$ cat src/hcv_pkg.sv
package hcv_pkg;

	// Timing, in the units the figures are given in
	localparam int CLK_MHZ = 250;
	localparam int VHOLD_MS = 5;
	localparam int OSC_STAB_MS = 5;
	localparam int OSC_MARGIN_MS = 1;
	localparam int VHOLD_CYC_DEF = VHOLD_MS * 1000 * CLK_MHZ;
	localparam int OSC_CYC_DEF = (OSC_STAB_MS + OSC_MARGIN_MS) * 1000 * CLK_MHZ;

	// Device register oscillator_voltage_control
	localparam logic [31:0] DEV_OVC_ADDR = 32'h0000_0f70;
	localparam logic [3:0] DEV_OVC_RESET = 4'h0;
	localparam int VSEL_LSB = 0;
	localparam int VSEL_MSB = 1;
	localparam int OSC_EN_BIT = 2;
	localparam int CLK_SEL_BIT = 3;
	localparam logic [1:0] VCODE_LOW = 2'h0;
	localparam logic [1:0] VCODE_MID = 2'h1;
	localparam logic [1:0] VCODE_HIGH = 2'h2;

	// Own registers on the software side
	localparam logic [11:0] CTRL_OFS = 12'h000;
	localparam logic [11:0] STAT_OFS = 12'h004;
	localparam logic [3:0] CTRL_RESET = 4'h0;
	localparam int CTRL_FAST_BIT = 0;
	localparam int CTRL_F2M_BIT = 1;
	localparam int CTRL_SUPHI_BIT = 2;
	localparam int CTRL_KEEPLOW_BIT = 3;
	localparam int STAT_CUR_LSB = 0;
	localparam int STAT_RB_LSB = 4;
	localparam int STAT_BUSY_BIT = 8;
	localparam int STAT_SVDW_BIT = 9;
	localparam int STAT_ERR_BIT = 10;
	localparam int STAT_SVD_BIT = 11;

	typedef struct packed {
		logic [31:0] paddr;
		logic psel;
		logic penable;
		logic pwrite;
		logic [31:0] pwdata;
	} hcv_apb_req_t;

	typedef struct packed {
		logic [31:0] prdata;
		logic pready;
		logic pslverr;
	} hcv_apb_rsp_t;

	typedef enum logic [2:0] {
		MST_IDLE = 3'b001,
		MST_SETUP = 3'b010,
		MST_ACC = 3'b100
	} hcv_mst_st_t;

	typedef enum logic [3:0] {
		ST_IDLE = 4'b0001,
		ST_DECIDE = 4'b0010,
		ST_WR = 4'b0100,
		ST_RD = 4'b1000
	} hcv_st_t;

endpackage

$ cat src/hcv_apb_mst.sv
`timescale 1ns/1ps
module hcv_apb_mst import hcv_pkg::*; (
	input logic pclk, // System clock
	input logic presetn, // Async reset, active low
	input logic start, // Begin a transfer, taken when idle
	input logic wr, // Direction of the transfer
	input logic [31:0] addr, // Target byte address
	input logic [31:0] wdata, // Write data
	output hcv_apb_req_t bus_o, // Request toward the device
	input hcv_apb_rsp_t bus_i, // Answer from the device
	output logic done, // Transfer finished, one cycle
	output logic [31:0] rdata, // Read data of last read transfer
	output logic err // Slave error of last transfer
);
	hcv_mst_st_t st_r;
	hcv_mst_st_t st_nxt;
	hcv_apb_req_t req_r;
	hcv_apb_req_t req_nxt;
	logic done_r;
	logic done_nxt;
	logic [31:0] rdata_r;
	logic [31:0] rdata_nxt;
	logic err_r;
	logic err_nxt;

	// Request stays frozen until pready closes the access phase
	always_comb begin
		st_nxt = st_r;
		req_nxt = req_r;
		done_nxt = 1'b0;
		rdata_nxt = rdata_r;
		err_nxt = err_r;
		case (st_r)
			MST_IDLE: begin
				if (start) begin
					req_nxt.paddr = addr;
					req_nxt.pwrite = wr;
					req_nxt.pwdata = wdata;
					req_nxt.psel = 1'b1;
					req_nxt.penable = 1'b0;
					st_nxt = MST_SETUP;
				end
			end
			MST_SETUP: begin
				req_nxt.penable = 1'b1;
				st_nxt = MST_ACC;
			end
			MST_ACC: begin
				if (bus_i.pready) begin
					req_nxt.psel = 1'b0;
					req_nxt.penable = 1'b0;
					done_nxt = 1'b1;
					err_nxt = bus_i.pslverr;
					if (!req_r.pwrite) begin
						rdata_nxt = bus_i.prdata;
					end
					st_nxt = MST_IDLE;
				end
			end
			default: begin
				req_nxt.psel = 1'b0;
				req_nxt.penable = 1'b0;
				st_nxt = MST_IDLE;
			end
		endcase
	end

	always_ff @(posedge pclk or negedge presetn) begin
		if (!presetn) begin
			st_r <= MST_IDLE;
			req_r <= '0;
			done_r <= 1'b0;
			rdata_r <= 32'h0000_0000;
			err_r <= 1'b0;
		end else begin
			st_r <= st_nxt;
			req_r <= req_nxt;
			done_r <= done_nxt;
			rdata_r <= rdata_nxt;
			err_r <= err_nxt;
		end
	end

	assign bus_o = req_r;
	assign done = done_r;
	assign rdata = rdata_r;
	assign err = err_r;

	chk_apb_hold: assert property (@(posedge pclk) disable iff (!presetn)
		(req_r.psel && req_r.penable && !bus_i.pready) |=>
		(req_r.psel && req_r.penable && $stable(req_r.paddr) && $stable(req_r.pwrite)
		&& $stable(req_r.pwdata)))
		else $error("apb request changed before pready");

	chk_apb_setup: assert property (@(posedge pclk) disable iff (!presetn)
		(req_r.psel && !req_r.penable) |=> (req_r.psel && req_r.penable))
		else $error("apb setup not followed by access");

endmodule // hcv_apb_mst

$ cat src/hcv_ctrl.sv
// Summary of operation
// - Hold code 01 5 ms between extremes
// - Wait 5 ms plus margin before fast
// - Raise voltage, enable oscillator, then switch
// - 1 MHz uses 01, 2 MHz uses 1x
// - Slow clock: supply picks 00 or 01
// - Change voltage only when supply confirmed
// - Clock back and oscillator off separately
// - Set slow voltage code right after reset
// - High supply may keep code 00
// - Idle: slow clock, oscillator off, low code
`timescale 1ns/1ps
module hcv_ctrl import hcv_pkg::*; #(
	parameter int VHOLD_CYC = VHOLD_CYC_DEF,
	parameter int OSC_CYC = OSC_CYC_DEF
) (
	input logic pclk, // System clock, 250 MHz
	input logic presetn, // Async reset, active low
	input hcv_apb_req_t s_req, // Software APB request
	output hcv_apb_rsp_t s_rsp, // Software APB answer
	output hcv_apb_req_t m_req, // Device APB request
	input hcv_apb_rsp_t m_rsp, // Device APB answer
	input logic svd_ok, // Supply detector confirms supply, async pin
	output logic busy // Sequence in progress
);
	hcv_st_t st_r;
	hcv_st_t st_nxt;
	logic kick_r;
	logic kick_nxt;
	logic [3:0] ctrl_r;
	logic [3:0] ctrl_nxt;
	logic [3:0] cur_r;
	logic [3:0] cur_nxt;
	logic [3:0] wval_r;
	logic [3:0] wval_nxt;
	logic [3:0] rb_r;
	logic [3:0] rb_nxt;
	logic err_r;
	logic err_nxt;
	logic [31:0] prdata_r;
	logic [31:0] prdata_nxt;
	logic slverr_r;
	logic slverr_nxt;
	logic svd_meta_r;
	logic svd_s_r;
	logic [1:0] cur_v;
	logic [1:0] tgt_v;
	logic want_fast;
	logic dec_wr;
	logic [3:0] dec_val;
	logic dec_done;
	logic dec_svd_wait;
	logic vhold_done;
	logic osc_done;
	logic mst_start;
	logic mst_wr;
	logic mst_done;
	logic mst_err;
	logic [31:0] mst_rdata;
	logic s_setup;
	logic s_wr_acc;
	logic ctrl_wr;
	logic stat_wr;
	logic [31:0] stat_val;

	function automatic logic [1:0] volt_target(input logic [3:0] c);
		logic [1:0] v;
		v = VCODE_LOW;
		if (c[CTRL_FAST_BIT]) begin
			v = c[CTRL_F2M_BIT] ? VCODE_HIGH : VCODE_MID;
		end else if (c[CTRL_SUPHI_BIT] && !c[CTRL_KEEPLOW_BIT]) begin
			v = VCODE_MID;
		end
		return v;
	endfunction

	// Next code on the way; extremes always pass the middle code
	function automatic logic [1:0] volt_step(input logic [1:0] cv, input logic [1:0] tv);
		logic [1:0] n;
		n = tv;
		if ((cv == VCODE_LOW && tv[1]) || (cv[1] && tv == VCODE_LOW)) begin
			n = VCODE_MID;
		end
		return n;
	endfunction

	// Supply detector pin is asynchronous
	always_ff @(posedge pclk or negedge presetn) begin
		if (!presetn) begin
			svd_meta_r <= 1'b0;
			svd_s_r <= 1'b0;
		end else begin
			svd_meta_r <= svd_ok;
			svd_s_r <= svd_meta_r;
		end
	end

	assign cur_v = cur_r[VSEL_MSB:VSEL_LSB];

	hcv_elapse #(
		.LIMIT(VHOLD_CYC)
	) u_vhold (
		.pclk(pclk),
		.presetn(presetn),
		.clear(cur_v != VCODE_MID),
		.done(vhold_done)
	);

	hcv_elapse #(
		.LIMIT(OSC_CYC)
	) u_oscwait (
		.pclk(pclk),
		.presetn(presetn),
		.clear(!cur_r[OSC_EN_BIT]),
		.done(osc_done)
	);

	hcv_apb_mst u_mst (
		.pclk(pclk),
		.presetn(presetn),
		.start(mst_start),
		.wr(mst_wr),
		.addr(DEV_OVC_ADDR),
		.wdata({28'h0000000, dec_val}),
		.bus_o(m_req),
		.bus_i(m_rsp),
		.done(mst_done),
		.rdata(mst_rdata),
		.err(mst_err)
	);

	// One device write per step, ordered by what the target needs
	always_comb begin
		tgt_v = volt_target(ctrl_r);
		want_fast = ctrl_r[CTRL_FAST_BIT];
		dec_wr = 1'b0;
		dec_val = cur_r;
		dec_done = 1'b0;
		dec_svd_wait = 1'b0;
		if (cur_r[CLK_SEL_BIT] && !want_fast) begin
			dec_wr = 1'b1;
			dec_val[CLK_SEL_BIT] = 1'b0;
		end else if (cur_r[OSC_EN_BIT] && !want_fast) begin
			dec_wr = 1'b1;
			dec_val[OSC_EN_BIT] = 1'b0;
		end else if (cur_v != tgt_v) begin
			if (!svd_s_r) begin
				dec_svd_wait = 1'b1;
			// leave the middle code only after dwell
			end else if (cur_v != VCODE_MID || vhold_done) begin
				dec_wr = 1'b1;
				dec_val[VSEL_MSB:VSEL_LSB] = volt_step(cur_v, tgt_v);
			end
		end else if (want_fast && !cur_r[OSC_EN_BIT]) begin
			dec_wr = 1'b1;
			dec_val[OSC_EN_BIT] = 1'b1;
		end else if (want_fast && !cur_r[CLK_SEL_BIT]) begin
			if (osc_done) begin
				dec_wr = 1'b1;
				dec_val[CLK_SEL_BIT] = 1'b1;
			end
		end else begin
			dec_done = 1'b1;
		end
	end

	// Software bus decode; zero wait states
	assign s_setup = s_req.psel && !s_req.penable;
	assign s_wr_acc = s_req.psel && s_req.penable && s_req.pwrite;
	assign ctrl_wr = s_wr_acc && (s_req.paddr[11:0] == CTRL_OFS);
	assign stat_wr = s_wr_acc && (s_req.paddr[11:0] == STAT_OFS);

	always_comb begin
		stat_val = 32'h0000_0000;
		stat_val[STAT_CUR_LSB +: 4] = cur_r;
		stat_val[STAT_RB_LSB +: 4] = rb_r;
		stat_val[STAT_BUSY_BIT] = (st_r != ST_IDLE);
		stat_val[STAT_SVDW_BIT] = dec_svd_wait && (st_r == ST_DECIDE);
		stat_val[STAT_ERR_BIT] = err_r;
		stat_val[STAT_SVD_BIT] = svd_s_r;
	end

	// Sequencer and register file next values
	always_comb begin
		st_nxt = st_r;
		kick_nxt = kick_r || ctrl_wr;
		ctrl_nxt = ctrl_wr ? s_req.pwdata[3:0] : ctrl_r;
		cur_nxt = cur_r;
		wval_nxt = wval_r;
		rb_nxt = rb_r;
		err_nxt = err_r;
		mst_start = 1'b0;
		mst_wr = 1'b0;
		prdata_nxt = prdata_r;
		slverr_nxt = slverr_r;
		if (stat_wr && s_req.pwdata[STAT_ERR_BIT]) begin
			err_nxt = 1'b0;
		end
		if (s_setup) begin
			slverr_nxt = 1'b0;
			if (s_req.paddr[11:0] == CTRL_OFS) begin
				prdata_nxt = {28'h0000000, ctrl_r};
			end else if (s_req.paddr[11:0] == STAT_OFS) begin
				prdata_nxt = stat_val;
			end else begin
				prdata_nxt = 32'h0000_0000;
				slverr_nxt = 1'b1;
			end
		end
		case (st_r)
			ST_IDLE: begin
				// first pass runs straight after reset
				if (kick_r) begin
					kick_nxt = ctrl_wr;
					st_nxt = ST_DECIDE;
				end
			end
			ST_DECIDE: begin
				if (dec_wr) begin
					mst_start = 1'b1;
					mst_wr = 1'b1;
					wval_nxt = dec_val;
					st_nxt = ST_WR;
				end else if (dec_done) begin
					st_nxt = ST_IDLE;
				end
			end
			ST_WR: begin
				if (mst_done) begin
					cur_nxt = wval_r;
					// A refused write is reported even if the read-back passes
					if (mst_err) begin
						err_nxt = 1'b1;
					end
					mst_start = 1'b1;
					st_nxt = ST_RD;
				end
			end
			ST_RD: begin
				if (mst_done) begin
					rb_nxt = mst_rdata[3:0];
					// Hardware set wins over a software clear
					if (mst_err || mst_rdata[3:0] != cur_r) begin
						err_nxt = 1'b1;
					end
					// Shadow follows the device, so a refused step is tried again
					if (!mst_err) begin
						cur_nxt = mst_rdata[3:0];
					end
					st_nxt = ST_DECIDE;
				end
			end
			default: begin
				st_nxt = ST_IDLE;
			end
		endcase
	end

	// shadow starts at the device reset value
	always_ff @(posedge pclk or negedge presetn) begin
		if (!presetn) begin
			st_r <= ST_IDLE;
			kick_r <= 1'b1;
			ctrl_r <= CTRL_RESET;
			cur_r <= DEV_OVC_RESET;
			wval_r <= DEV_OVC_RESET;
			rb_r <= DEV_OVC_RESET;
			err_r <= 1'b0;
			prdata_r <= 32'h0000_0000;
			slverr_r <= 1'b0;
		end else begin
			st_r <= st_nxt;
			kick_r <= kick_nxt;
			ctrl_r <= ctrl_nxt;
			cur_r <= cur_nxt;
			wval_r <= wval_nxt;
			rb_r <= rb_nxt;
			err_r <= err_nxt;
			prdata_r <= prdata_nxt;
			slverr_r <= slverr_nxt;
		end
	end

	assign s_rsp.prdata = prdata_r;
	assign s_rsp.pready = 1'b1;
	assign s_rsp.pslverr = slverr_r;
	assign busy = (st_r != ST_IDLE);

	chk_no_jump: assert property (@(posedge pclk) disable iff (!presetn)
		(m_req.psel && !m_req.penable && m_req.pwrite) |->
		!((cur_v == VCODE_LOW && m_req.pwdata[VSEL_MSB])
		|| (cur_v[1] && m_req.pwdata[VSEL_MSB:VSEL_LSB] == VCODE_LOW)))
		else $error("voltage code jumped between extremes");

	chk_mid_dwell: assert property (@(posedge pclk) disable iff (!presetn)
		(m_req.psel && !m_req.penable && m_req.pwrite && cur_v == VCODE_MID
		&& m_req.pwdata[VSEL_MSB:VSEL_LSB] != VCODE_MID) |-> vhold_done)
		else $error("middle code left before dwell time");

	chk_osc_settle: assert property (@(posedge pclk) disable iff (!presetn)
		(m_req.psel && !m_req.penable && m_req.pwrite && m_req.pwdata[CLK_SEL_BIT]
		&& !cur_r[CLK_SEL_BIT]) |-> osc_done)
		else $error("fast clock selected before settle time");

	chk_fast_order: assert property (@(posedge pclk) disable iff (!presetn)
		(m_req.psel && !m_req.penable && m_req.pwrite && m_req.pwdata[CLK_SEL_BIT]
		&& !cur_r[CLK_SEL_BIT]) |-> (cur_r[OSC_EN_BIT] && cur_v != VCODE_LOW))
		else $error("fast clock selected out of order");

	chk_split_off: assert property (@(posedge pclk) disable iff (!presetn)
		(m_req.psel && !m_req.penable && m_req.pwrite && cur_r[OSC_EN_BIT]
		&& !m_req.pwdata[OSC_EN_BIT]) |-> (!cur_r[CLK_SEL_BIT] && !m_req.pwdata[CLK_SEL_BIT]))
		else $error("oscillator stopped while still selected");

	chk_svd_gate: assert property (@(posedge pclk) disable iff (!presetn)
		(st_r == ST_DECIDE && !svd_s_r) |=>
		!(st_r == ST_WR && wval_r[VSEL_MSB:VSEL_LSB] != cur_v))
		else $error("voltage changed without supply confirmation");

	chk_init_pass: assert property (@(posedge pclk) disable iff (!presetn)
		(st_r == ST_IDLE && kick_r) |=> (st_r == ST_DECIDE) ##1 (st_r != ST_IDLE || !dec_wr))
		else $error("start-up pass not taken");

endmodule // hcv_ctrl

$ cat src/hcv_elapse.sv
`timescale 1ns/1ps
module hcv_elapse import hcv_pkg::*; #(
	parameter int LIMIT = VHOLD_CYC_DEF
) (
	input logic pclk, // System clock
	input logic presetn, // Async reset, active low
	input logic clear, // Restart the count
	output logic done // Limit reached, level
);
	localparam int W = $clog2(LIMIT + 1);
	localparam logic [W-1:0] LIM = W'(LIMIT);

	if (LIMIT < 1) begin : g_bad_limit
		$error("hcv_elapse: LIMIT must be at least 1");
	end

	logic [W-1:0] cnt_r;
	logic [W-1:0] cnt_nxt;

	// Saturating count so a long-settled state stays satisfied
	always_comb begin
		if (clear) begin
			cnt_nxt = '0;
		end else if (cnt_r == LIM) begin
			cnt_nxt = cnt_r;
		end else begin
			cnt_nxt = cnt_r + W'(1);
		end
	end

	always_ff @(posedge pclk or negedge presetn) begin
		if (!presetn) begin
			cnt_r <= '0;
		end else begin
			cnt_r <= cnt_nxt;
		end
	end

	assign done = (cnt_r == LIM);

	chk_clear_restart: assert property (@(posedge pclk) disable iff (!presetn)
		clear |=> !done ##0 (cnt_r == '0))
		else $error("elapse counter did not restart");

endmodule // hcv_elapse

$ cat config.mk
export PLATFORM = sky130hd
export DESIGN_NAME = hcv_ctrl
export DESIGN_NICKNAME = d
export VERILOG_FILES = /design/src/hcv_pkg.sv /design/src/hcv_apb_mst.sv /design/src/hcv_ctrl.sv /design/src/hcv_elapse.sv
export SDC_FILE = /design/constraint.sdc
export NUM_CORES = 1
export LEC_CHECK = 0
export ABC_AREA = 1
export BUFFER_PORTS_ARGS = -buffer_cell sky130_fd_sc_hd__buf_2
export CORE_MARGIN = 5
export CORE_UTILIZATION = 50
export CTS_CLUSTER_DIAMETER = 40
export DETAILED_ROUTE_END_ITERATION = 10
export GPL_ROUTABILITY_DRIVEN = 0
export GPL_TIMING_DRIVEN = 0
export PLACE_DENSITY_LB_ADDON = 0.25
export SYNTH_ARGS = -nofsm -noshare
export SYNTH_HDL_FRONTEND = slang
export SYNTH_SLANG_ARGS = --single-unit
$ cat constraint.sdc
create_clock -name pclk -period 2.3 [get_ports pclk]
set_clock_uncertainty 0.1 [all_clocks]
set_input_delay 0.46 -clock pclk [delete_from_list [all_inputs] [get_ports pclk]]
set_output_delay 0.46 -clock pclk [all_outputs]
set_load 0.01 [all_outputs]
Word-level counts from Yosys, hierarchy flattened --
Index checks and enable logic that the tools add are counted.
Word-level totals: flip-flop bits (word level) 116, bits in latches 0, memory bits (writable) 0, memory bits (read-only) 0, input port bits 104, output and inout port bits 102, word-level logic and storage cells 158, memories kept 0
Operators by class: add/sub/neg operators 2, multipliers 0, div/mod/pow operators 0, $lt $le $gt $ge 0, equality and inequality tests 23, shift-type cells 0, muxes and demuxes 73, bitwise gates (word level) 2, reduce and logical (&&, ||, !) cells 36
Operator list (count):
- 21-bit 2-to-1 mux | 4
- 21-bit by 1-bit adder with 21-bit output (second input constant) | 2
- 21-bit == test (second input constant) | 2
- 1-bit 2-to-1 mux | 39
- 35-bit 2-to-1 mux | 1
- 4-bit 2-to-1 mux | 8
- 12-bit 2-to-1 mux | 2
- 2-bit 2-to-1 mux | 9
- 4-bit one-hot mux with 4 select lines | 1
- 1-bit logical AND | 14
- 12-bit by 3-bit == test with 1-bit output (second input constant) | 1
- 12-bit logical NOT | 1
- 2-bit != test (second input constant) | 5
- 2-bit AND reduction | 5
- 3-bit 2-to-1 mux | 3
- 3-bit one-hot mux with 3 select lines | 1
- 2-bit by 1-bit != test with 1-bit output (second input constant) | 4
- 4-bit one-hot mux with 2 select lines | 1
- 4-bit AND reduction | 2
- 1-bit one-hot mux with 3 select lines | 2
- 3-bit AND reduction | 2
- 1-bit logical NOT | 5
- 4-bit by 1-bit == test with 1-bit output (second input constant) | 1
- 4-bit by 2-bit == test with 1-bit output (second input constant) | 1
- 14 further kinds | 20

Depth between registers and ports, before layout --
Gate-level depths: netlist of run 1.
word-level depth 15, gate-level depth with buffers 16, gate-level depth less buffers 16

Cells and area by module --
Synthesis of run 1 repeated with hierarchy kept, for this count alone.
Second synthesis, totals: cells, all modules 1076, area total of the unflattened synthesis 8729.6 um^2
Modules (own cells, without submodules):
- hcv_apb_mst | times used 1, cells an instance 436, area each 3947.5 um^2, seq. area each 2578.7 um^2
- hcv_ctrl | times used 1, cells an instance 265, area each 2184.6 um^2, seq. area each 928.4 um^2
- hcv_elapse (u_vhold) | times used 1, cells an instance 191, area each 1311.3 um^2, seq. area each 525.5 um^2
- hcv_elapse (u_oscwait) | times used 1, cells an instance 184, area each 1286.2 um^2, seq. area each 525.5 um^2

Least setup slack after synthesis of run 1 --
No wires, ideal clock.
path type reg2reg, from reg u_oscwait.cnt_r[0], to reg u_mst.req_r (netlist bit u_mst.bus_o[39]), setup time 0.124 ns, arrival 1.531 ns, data required time 2.076 ns, slack 0.545 ns, cell stages (with the launch flop) 16, buffers on the path 0, period minus slack after synthesis 1.755 ns, cell sequence dfrtp_1 -> inv_1 -> ha_1 -> inv_1 -> nor2_1 -> nand3_1 -> nor2_1 -> nand3_1 -> nand2_1 -> nand2_2 -> nand3_4 -> nand2_4 -> nand2_4 -> nand2_8 -> inv_4 -> or2_1
On the way: longest elaborated chain between the ends 10
Ends and longest elaborated chain:
- from (decl) | line hcv_elapse.sv:17 | logic [W-1:0] cnt_r;
- from (signal assigned) | line hcv_elapse.sv:35 | cnt_r <= cnt_nxt;
- 21-bit == test | line hcv_elapse.sv:39 | assign done = (cnt_r == LIM);
- 1-bit 2-to-1 mux | line hcv_ctrl.sv:158 | if (osc_done) begin
- 1-bit 2-to-1 mux | line hcv_ctrl.sv:157 | end else if (want_fast && !cur_r[CLK_SEL_BIT]) begin
- 1-bit 2-to-1 mux | line hcv_ctrl.sv:154 | end else if (want_fast && !cur_r[OSC_EN_BIT]) begin
- 1-bit 2-to-1 mux | line hcv_ctrl.sv:146 | end else if (cur_v != tgt_v) begin
- 1-bit 2-to-1 mux | line hcv_ctrl.sv:143 | end else if (cur_r[OSC_EN_BIT] && !want_fast) begin
- 1-bit 2-to-1 mux | line hcv_ctrl.sv:140 | if (cur_r[CLK_SEL_BIT] && !want_fast) begin
- 1-bit 2-to-1 mux | line hcv_ctrl.sv:219 | if (dec_wr) begin
- 1-bit one-hot mux with 2 select lines | line hcv_ctrl.sv:210 | case (st_r)
- 2-bit AND reduction (no line)
- to (signal assigned) | line hcv_apb_mst.sv:77 | req_r <= req_nxt;
- to (decl) | line hcv_apb_mst.sv:17 | hcv_apb_req_t req_r;
No other way between the ends. A chain may end at the register's enable or synchronous reset.

Worst setup path in the final report of run 1 --
from reg st_r[0], to out busy
On the way: longest elaborated chain between the ends 1
Ends and longest elaborated chain:
- from (decl) | line hcv_ctrl.sv:26 | hcv_st_t st_r;
- from (signal assigned) | line hcv_ctrl.sv:272 | st_r <= st_nxt;
- 4-bit by 1-bit != test with 1-bit output | line hcv_ctrl.sv:287 | assign busy = (st_r != ST_IDLE);
- to (decl) | line hcv_ctrl.sv:24 | output logic busy
No other way between the ends.

==> impl_metrics.csv, run 1 <==
group,metric,value,unit
run_status,status,"finished, final reports clean",
detailed_routing,dr.pass1.iters,6,
setup_path,worstPathArrival,1.56,ns
global_route,met3_usage,0.0375,
setup_path,slowest_delay,0.54,ns
setup_path,worst-path-buf-inv,3,
power,finalPower,3.86,mW
detailed_routing,totalWireLength,11600,um
clocking,post_cts_resized,0,
setup_path,worstSetupEndpointType,"primary output",
setup_path,cp-start-kind,"flop",
sta,postLayoutSetupSlackWorst,0.181,ns
clocking,clock_latency,0.36,ns
global_route,grt_max_degree,50,
logic_synthesis,synth.largest_area_cell,"dfrtp_1",
logic_synthesis,yosys_register_bits,95,
clocking,post_cts_buffers,0,
logic_synthesis,synth-warning-count,0,
global_route,grt_usage,0.178,
cells_and_area,diodes,0,
run,drv_cap,0,
logic_synthesis,synthTopCellsByArea,"dfrtp_1, buf_4, nand2_1",
logic_synthesis,syn_inst,669,
global_route,grt_use_met2,0.311,
power,ir_drop,0.372,mV
sta,hold_viol,0,
setup_path,critPathTopFamily,"flip-flops",
min_path,hold_path_class,"input pin to asynchronous set/reset pin",
place,port-buffer-count,56,
clocking,cts_made_buffers,9,
detailed_routing,drt_iter0_markers,307,
global_route,overflow,0,
floorplan,chipWidth,114,um
floorplan,rows,38,
sta,grt_setup_unrepaired,"false",
logic_synthesis,synth_top_area_frac,0.424,
clocking,cts_tree,"done",
sta,fin_crit,2.12,ns
clocking,clkSinkCount,95,
sta,relSlewSlack,0.494,
global_route,grt_pass1_vias,4392,
clocking,postCtsHoldBufs,0,
detailed_routing,dr_total_vias,4575,
logic_synthesis,avgSynthCellArea,8.12,sq um
clocking,htreeDepth,3,
logic_synthesis,ys_async_sr_fraction,1.00,
global_route,use_met1,0.224,
floorplan,core_area,10700,sq um
global_route,antenna_found_initial,0,
clocking,clk_pin_slew,0.10,ns
global_route,grt-busiest-layer,"met2",
floorplan,die_area,13000,sq um
power,power_density,602,nW/um^2
logic_synthesis,yosysMostFrequentCell,"nand2_1",
sta,slew_viol_final,0,
logic_synthesis,ys_types,47,
clocking,clock_path_buffers,2,
cells_and_area,drive_gt1_frac,0.237,
power,power_leakage,3.22,nW
sta,period_share,0.921,
cells_and_area,final_nets,917,
sta,setup_viol,0,
cells_and_area,fin_cells,954,
setup_path,path_common_cell,"inv_1",
floorplan,start_util,0.505,
cells_and_area,area_growth,18.0,%
logic_synthesis,synth_seq_area_share,0.439,
setup_path,cp_slowest_cell,"dfstp_2",
logic_synthesis,synthTopCellsByCount,"nand2_1, dfrtp_1, buf_4",
cells_and_area,fin_area,6400,sq um
place,placed_cell_area,6180,sq um
global_route,grt_first_pass_wirelength,19300,um
logic_synthesis,netlist_area,5430,sq um
setup_path,cp.required,1.74,ns
setup_path,worst-setup-path-type,"flop to primary output",
detailed_routing,wl_per_cell,12.1,um
sta,worst_pin_slew,0.754,ns
setup_path,cp_max_fo,4,
detailed_routing,via_per_inst,4.80,
place,numPlacedInstances,938,
clocking,cts_root_buf,"clkbuf_8",
sta,clock.fmax,472,MHz
place,place_ws,0.150,ns
detailed_routing,ant_nets,0,
logic_synthesis,synth_edf_count,0,
floorplan,pin_count,206,
floorplan,die_h,114,um
logic_synthesis,synth_ff_type,"dfrtp_1",
place,post-dp-hpwl,9010,um
setup_path,path_cells,"inv_1 -> nor3_1 -> inv_1 -> buf_2",
detailed_routing,drc_errors,0,
==> path summary, 6_finish.rpt <==
path,from,to,slack (ns),cells past startpoint
setup / recovery,st_r[0]$_DFFE_PN1P_,busy,0.18,4
hold / removal,presetn,prdata_r[8]$_DFFE_PN0P_,0.01,1
setup reg to reg,u_oscwait.cnt_r[0]$_DFFE_PN0P_,u_mst.bus_o[2]$_DFFE_PN0P_,0.26,15
hold reg to reg,svd_meta_r$_DFF_PN0_,svd_s_r$_DFF_PN0_,0.27,0
max in group asynchronous,presetn,kick_r$_DFF_PN1_,1.40,2
min in group pclk,svd_ok,svd_meta_r$_DFF_PN0_,0.10,1
==> flip-flops by register name, summed over array words and instances (netlist names), 3 cells and up <==
| name | cells |
|---|---|
| u_mst.st_r | 3 |
| rb_r | 4 |
| ctrl_r | 4 |
| prdata_r | 12 |
| u_mst.rdata | 4 |
| u_vhold.cnt_r | 21 |
| wval_r | 4 |
| u_mst.bus_o | 7 |
| u_oscwait.cnt_r | 21 |
| st_r | 4 |
| cur_r | 4 |
==> per-stage QoR <==
step,setup TNS [ns],hold slack [ns],util
floorplan,0,0.0644,-
global placement,-21.01,0.235,0.573
detailed placement,0,0.246,0.576
CTS,0,0.0238,0.596
global route,0,0.0565,0.596
finish,0,0.0142,0.596
==> cells by family (layout without fill, tap and decap cells) <==
group / after synthesis / count (layout) / synth area share
flops: 95 / 95 / 0.439
buf+inv: 173 / 246 / 0.180
fa+ha+maj: 4 / 4 / 0.00922
mux: 9 / 9 / 0.0184
other cells: 2 / 74 / 0.00138
xor+xnor: 10 / 10 / 0.0161
compound gates: 100 / 100 / 0.102
simple gates: 276 / 276 / 0.235
==> layout by cell type (no fill, tap or decap), types with 4 or more instances in the layout <==
cell      Yosys  final
o21ai_1       4      4
inv_2         5      5
a31oi_1       4      4
inv_1        76     76
a211oi_1      4      4
buf_4        82     83
nor2_1       77     77
nor3_1       18     18
a21oi_1      28     28
xor2_1        5      5
nand4_1      11     11
nand2_1     112    112
clkbuf_8      0      9
nand3_1      33     33
nor4_1        6      6
conb_1        2     74
xnor2_1       5      5
mux2_2        8      8
o31ai_1       6      6
dfrtp_1      92     92
o21ai_0      46     46
ha_1          4      4
clkbuf_1      4      5
buf_2         2     57
==> per-layer routing <==
metal  vias to the layer above  routed length [um]
met2                       141                5790
met1                      2132                4830
li1                       2288                   -
met3                        14                 816
met4                         0                 122
met5                         -                   0
==> where the power goes <==
| group | internal [mW] | leakage (nW) | total (mW) | switching [mW] |
|---|---|---|---|---|
| sequential | 1.78 | 1.27 | 1.86 | 0.0761 |
| clock | 0.623 | 0.109 | 1.23 | 0.604 |
| combinational | 0.346 | 1.85 | 0.774 | 0.429 |
==> worst reg2reg max path, stage by stage (launching register included) <==
cell and delay (ns):
dfrtp_1 0.41, inv_1 0.10, ha_1 0.16, inv_1 0.05
nor2_1 0.08, nand3_1 0.07, nor2_1 0.18, nand3_1 0.09
nand2_1 0.09, nand2_2 0.06, nand3_4 0.10, nand2_4 0.11
nand2_4 0.10, nand2_8 0.08, nand2_1 0.11, o21ai_1 0.06
==> area by class of cell <==
cell class	instances	area (sq um)
fill	963	4340
sequential	95	2380
multi-input combinational	473	2340
buffer	89	652
inverter	84	323
timing repair buffer	57	310
tap	140	175
clock buffer	10	128
clock inverter	6	92.6
No activity file was read; power rests on OpenSTA's default activity.
==> run 2: changes to the inputs <==
--- a/config.mk
+++ b/config.mk
@@ -5,10 +5,9 @@
 export SDC_FILE = /design/constraint.sdc
 export NUM_CORES = 1
 export LEC_CHECK = 0
-export ABC_AREA = 1
 export BUFFER_PORTS_ARGS = -buffer_cell sky130_fd_sc_hd__buf_2
 export CORE_MARGIN = 5
-export CORE_UTILIZATION = 50
+export CORE_UTILIZATION = 49
 export CTS_CLUSTER_DIAMETER = 40
 export DETAILED_ROUTE_END_ITERATION = 10
 export GPL_ROUTABILITY_DRIVEN = 0
==> impl_metrics.csv, run 2 <==
group,metric,value,unit
run_status,status,"complete, but fails checks",
run_status,violations,"setup timing",
detailed_routing,dr.pass1.iters,4,
floorplan,chipWidth,114,um
cells_and_area,area_growth,22.9,%
floorplan,rows,37,
min_path,min_delay_path_depth,1,
logic_synthesis,ys_types,57,
logic_synthesis,synth_edf_count,0,
min_path,whs_endpoint,"svd_meta_r$_DFF_PN0_",
detailed_routing,totalWireLength,11200,um
sta,grt_setup_unrepaired,"true",
clocking,cts_made_buffers,9,
setup_path,cp_max_fo,5,
setup_path,worstPathArrival,2.48,ns
setup_path,rr_worst_depth,8,
sta,slew_viol_final,0,
setup_path,r2r_start,"u_vhold.cnt_r[1]$_DFFE_PN0P_",
sta,relSlewSlack,0.423,
clocking,cts_root_buf,"clkbuf_8",
sta,fin_crit,2.34,ns
place,post-dp-hpwl,8200,um
detailed_routing,wl_per_cell,13.6,um
sta,fin_setup_tns,-0.178,ns
cells_and_area,final_nets,792,
cells_and_area,final_common_cell,"buf_4",
detailed_routing,drc_errors,0,
logic_synthesis,synth_top_area_frac,0.437,
sta,worst_pin_slew,0.858,ns
run,drv_cap,0,
logic_synthesis,yosysMostFrequentCell,"dfrtp_1",
setup_path,cp_slowest_cell,"dfrtp_1",
place,port-buffer-count,55,
detailed_routing,dr_total_vias,4002,
power,power_density,467,nW/um^2
logic_synthesis,ys_async_sr_fraction,1.00,
logic_synthesis,synth.largest_area_cell,"dfrtp_1",
logic_synthesis,yosys_register_bits,95,
global_route,grt_max_degree,57,
global_route,antenna_found_initial,0,
clocking,htreeDepth,3,
setup_path,worst-setup-path-type,"flop to flop",
sta,clock.fmax,427,MHz
logic_synthesis,avgSynthCellArea,9.98,sq um
logic_synthesis,synthTopCellsByArea,"dfrtp_1, buf_4, xor2_1",
global_route,grt_pass1_vias,3909,
cells_and_area,drive_gt1_frac,0.318,
detailed_routing,drt_iter0_markers,187,
setup_path,cp-start-kind,"flop",
global_route,overflow,0,
global_route,grt_usage,0.172,
sta,hold_viol,0,
clocking,clock_latency,0.35,ns
sta,postLayoutSetupSlackWorst,-0.0439,ns
setup_path,path_cells,"inv_1 -> ha_4 -> nor4bb_2 -> nand2_1 -> nor4_4 -> o211ai_4 -> a21oi_4 -> mux2_4",
cells_and_area,fillers,871,
detailed_routing,via_per_inst,4.85,
sta,period_share,1.02,
floorplan,die_area,12900,sq um
logic_synthesis,synthTopCellsByCount,"dfrtp_1, buf_4, nor2_1",
min_path,min_from,"svd_ok",
logic_synthesis,synth_seq_area_share,0.452,
setup_path,reg2reg_to,"wval_r[3]$_DFFE_PN0P_",
cells_and_area,diodes,0,
detailed_routing,ant_nets,0,
logic_synthesis,synth-warning-count,0,
place,place_ws,-0.326,ns
cells_and_area,final_cell_mix,"buf_4, dfrtp_1, conb_1",
floorplan,pin_count,206,
floorplan,die_h,114,um
clocking,clk_pin_slew,0.10,ns
logic_synthesis,synth_ff_type,"dfrtp_1",
logic_synthesis,netlist_area,5270,sq um
sta,setup_viol,6,
cells_and_area,multi_input_area,2570,sq um
setup_path,slowest_delay,0.40,ns
clocking,clkSinkCount,95,
setup_path,rrSetupSlack,-0.04,ns
min_path,hold_path_class,"input pin to flop",
floorplan,core_area,10400,sq um
setup_path,worstSetupEndpointType,"flop",
power,power_leakage,3.19,nW
logic_synthesis,syn_inst,528,
power,ir_drop,0.360,mV
cells_and_area,seq_area,2380,sq um
clocking,cts_tree,"done",
floorplan,start_util,0.506,
global_route,grt_first_pass_wirelength,18400,um
cells_and_area,reg_top3,"u_oscwait.cnt_r x21, u_vhold.cnt_r x21, prdata_r x12",
clocking,clock_path_buffers,2,
setup_path,cp.required,2.43,ns
-- run 2: changes by cell type in the layout (fill, tap and decap cells not counted), moves of 8 or more --
cell,before,now
nand2_1,112,40
a21oi_1,28,11
nor2_1,77,55
xor2_1,5,24
buf_4,83,99
o21ai_0,46,18
and3_1,0,10
mux2i_1,1,13
inv_1,76,10
a22o_1,0,9
xnor2_1,5,13
nand3_1,33,18
nor3_1,18,7
-- run 2: routing by layer --
layer	up-vias	global-route usage	share of wire
li1	1971	-	-
met1	1929	0.212	0.41
met2	96	0.311	0.54
met3	6	0.0249	0.040
met4	0	0.0505	0.0085
met5	-	0	0
-- run 2: worst max path at each step --
| stage | start | to | depth (start not counted) |
|---|---|---|---|
| after floorplan | u_vhold.cnt_r[0]$_DFFE_PN0P_ | u_mst.bus_o[0]$_DFFE_PN0P_ | 8 |
| after global placement | u_vhold.cnt_r[0]$_DFFE_PN0P_ | u_mst.bus_o[2]$_DFFE_PN0P_ | 8 |
| after detailed placement | u_oscwait.cnt_r[0]$_DFFE_PN0P_ | wval_r[2]$_DFFE_PN0P_ | 8 |
| after CTS | u_oscwait.cnt_r[0]$_DFFE_PN0P_ | u_mst.bus_o[2]$_DFFE_PN0P_ | 8 |
| after global routing | u_vhold.cnt_r[1]$_DFFE_PN0P_ | wval_r[0]$_DFFE_PN0P_ | 8 |
| final | u_vhold.cnt_r[1]$_DFFE_PN0P_ | wval_r[3]$_DFFE_PN0P_ | 8 |
-- run 2: repair_timing --
action                                  4_1_cts  5_1_grt
gates resized for setup                      13       11
hold buffers                                  1        0
endpoints found under the setup margin       15       12
endpoints found under the hold margin        28        0
setup buffers                                 9        7
pin swaps                                     6        7
-- run 2: logic make-up (layout without fill, tap and decap cells) --
logic type	Yosys count	after routing	synth area share
other	2	74	0.00143
adders and majority gates	4	4	0.00950
muxes	33	33	0.0693
and+or+nand+nor	184	184	0.180
buffers and inverters	108	197	0.136
xor gates and xnor gates	37	37	0.0615
DFF	95	95	0.452
AOI/OAI and AO/OA	65	65	0.0905
-- run 2: per-stage QoR --
stage / std cells / power (mW) / utilization / hold slack [ns] / area, sq um
floorplan: 600 / 1.87 / - / 0.0644 / 5540
global placement: 791 / 1.93 / 0.575 / 0.238 / 5980
detailed placement: 792 / 1.94 / 0.577 / 0.242 / 6010
CTS: 818 / 3.04 / 0.611 / 0.0920 / 6360
global route: 825 / 3.14 / 0.622 / 0.0906 / 6470
finish: 825 / 3.02 / 0.622 / 0.107 / 6470
-- run 2: report_power, final --
| part | switching (mW) | leakage [nW] | total [mW] | internal, mW |
|---|---|---|---|---|
| sequential | 0.00389 | 1.30 | 1.68 | 1.67 |
| combinational | 0.125 | 1.80 | 0.238 | 0.113 |
| clock | 0.574 | 0.0916 | 1.11 | 0.531 |
| total | 0.704 | 3.19 | 3.02 | 2.32 |
-- run 2: worst max-delay path, delay by kind of cell (launching register included) --
| kind | cells | cell delay, ns |
|---|---|---|
| compound gates | 2 | 0.48 |
| fa+ha+maj | 1 | 0.13 |
| buf+inv | 1 | 0.10 |
| flops | 1 | 0.40 |
| mux | 1 | 0.32 |
| simple gates | 3 | 0.69 |
-- run 2: cell type report --
class / count / share of cell area
Buffer: 95 / 0.103
Timing Repair Buffer: 73 / 0.0673
Multi-Input combinational cell: 397 / 0.398
Tap cell: 136 / 0.0263
Clock inverter: 5 / 0.00889
Inverter: 13 / 0.00754
Clock buffer: 11 / 0.0218
Sequential cell: 95 / 0.368
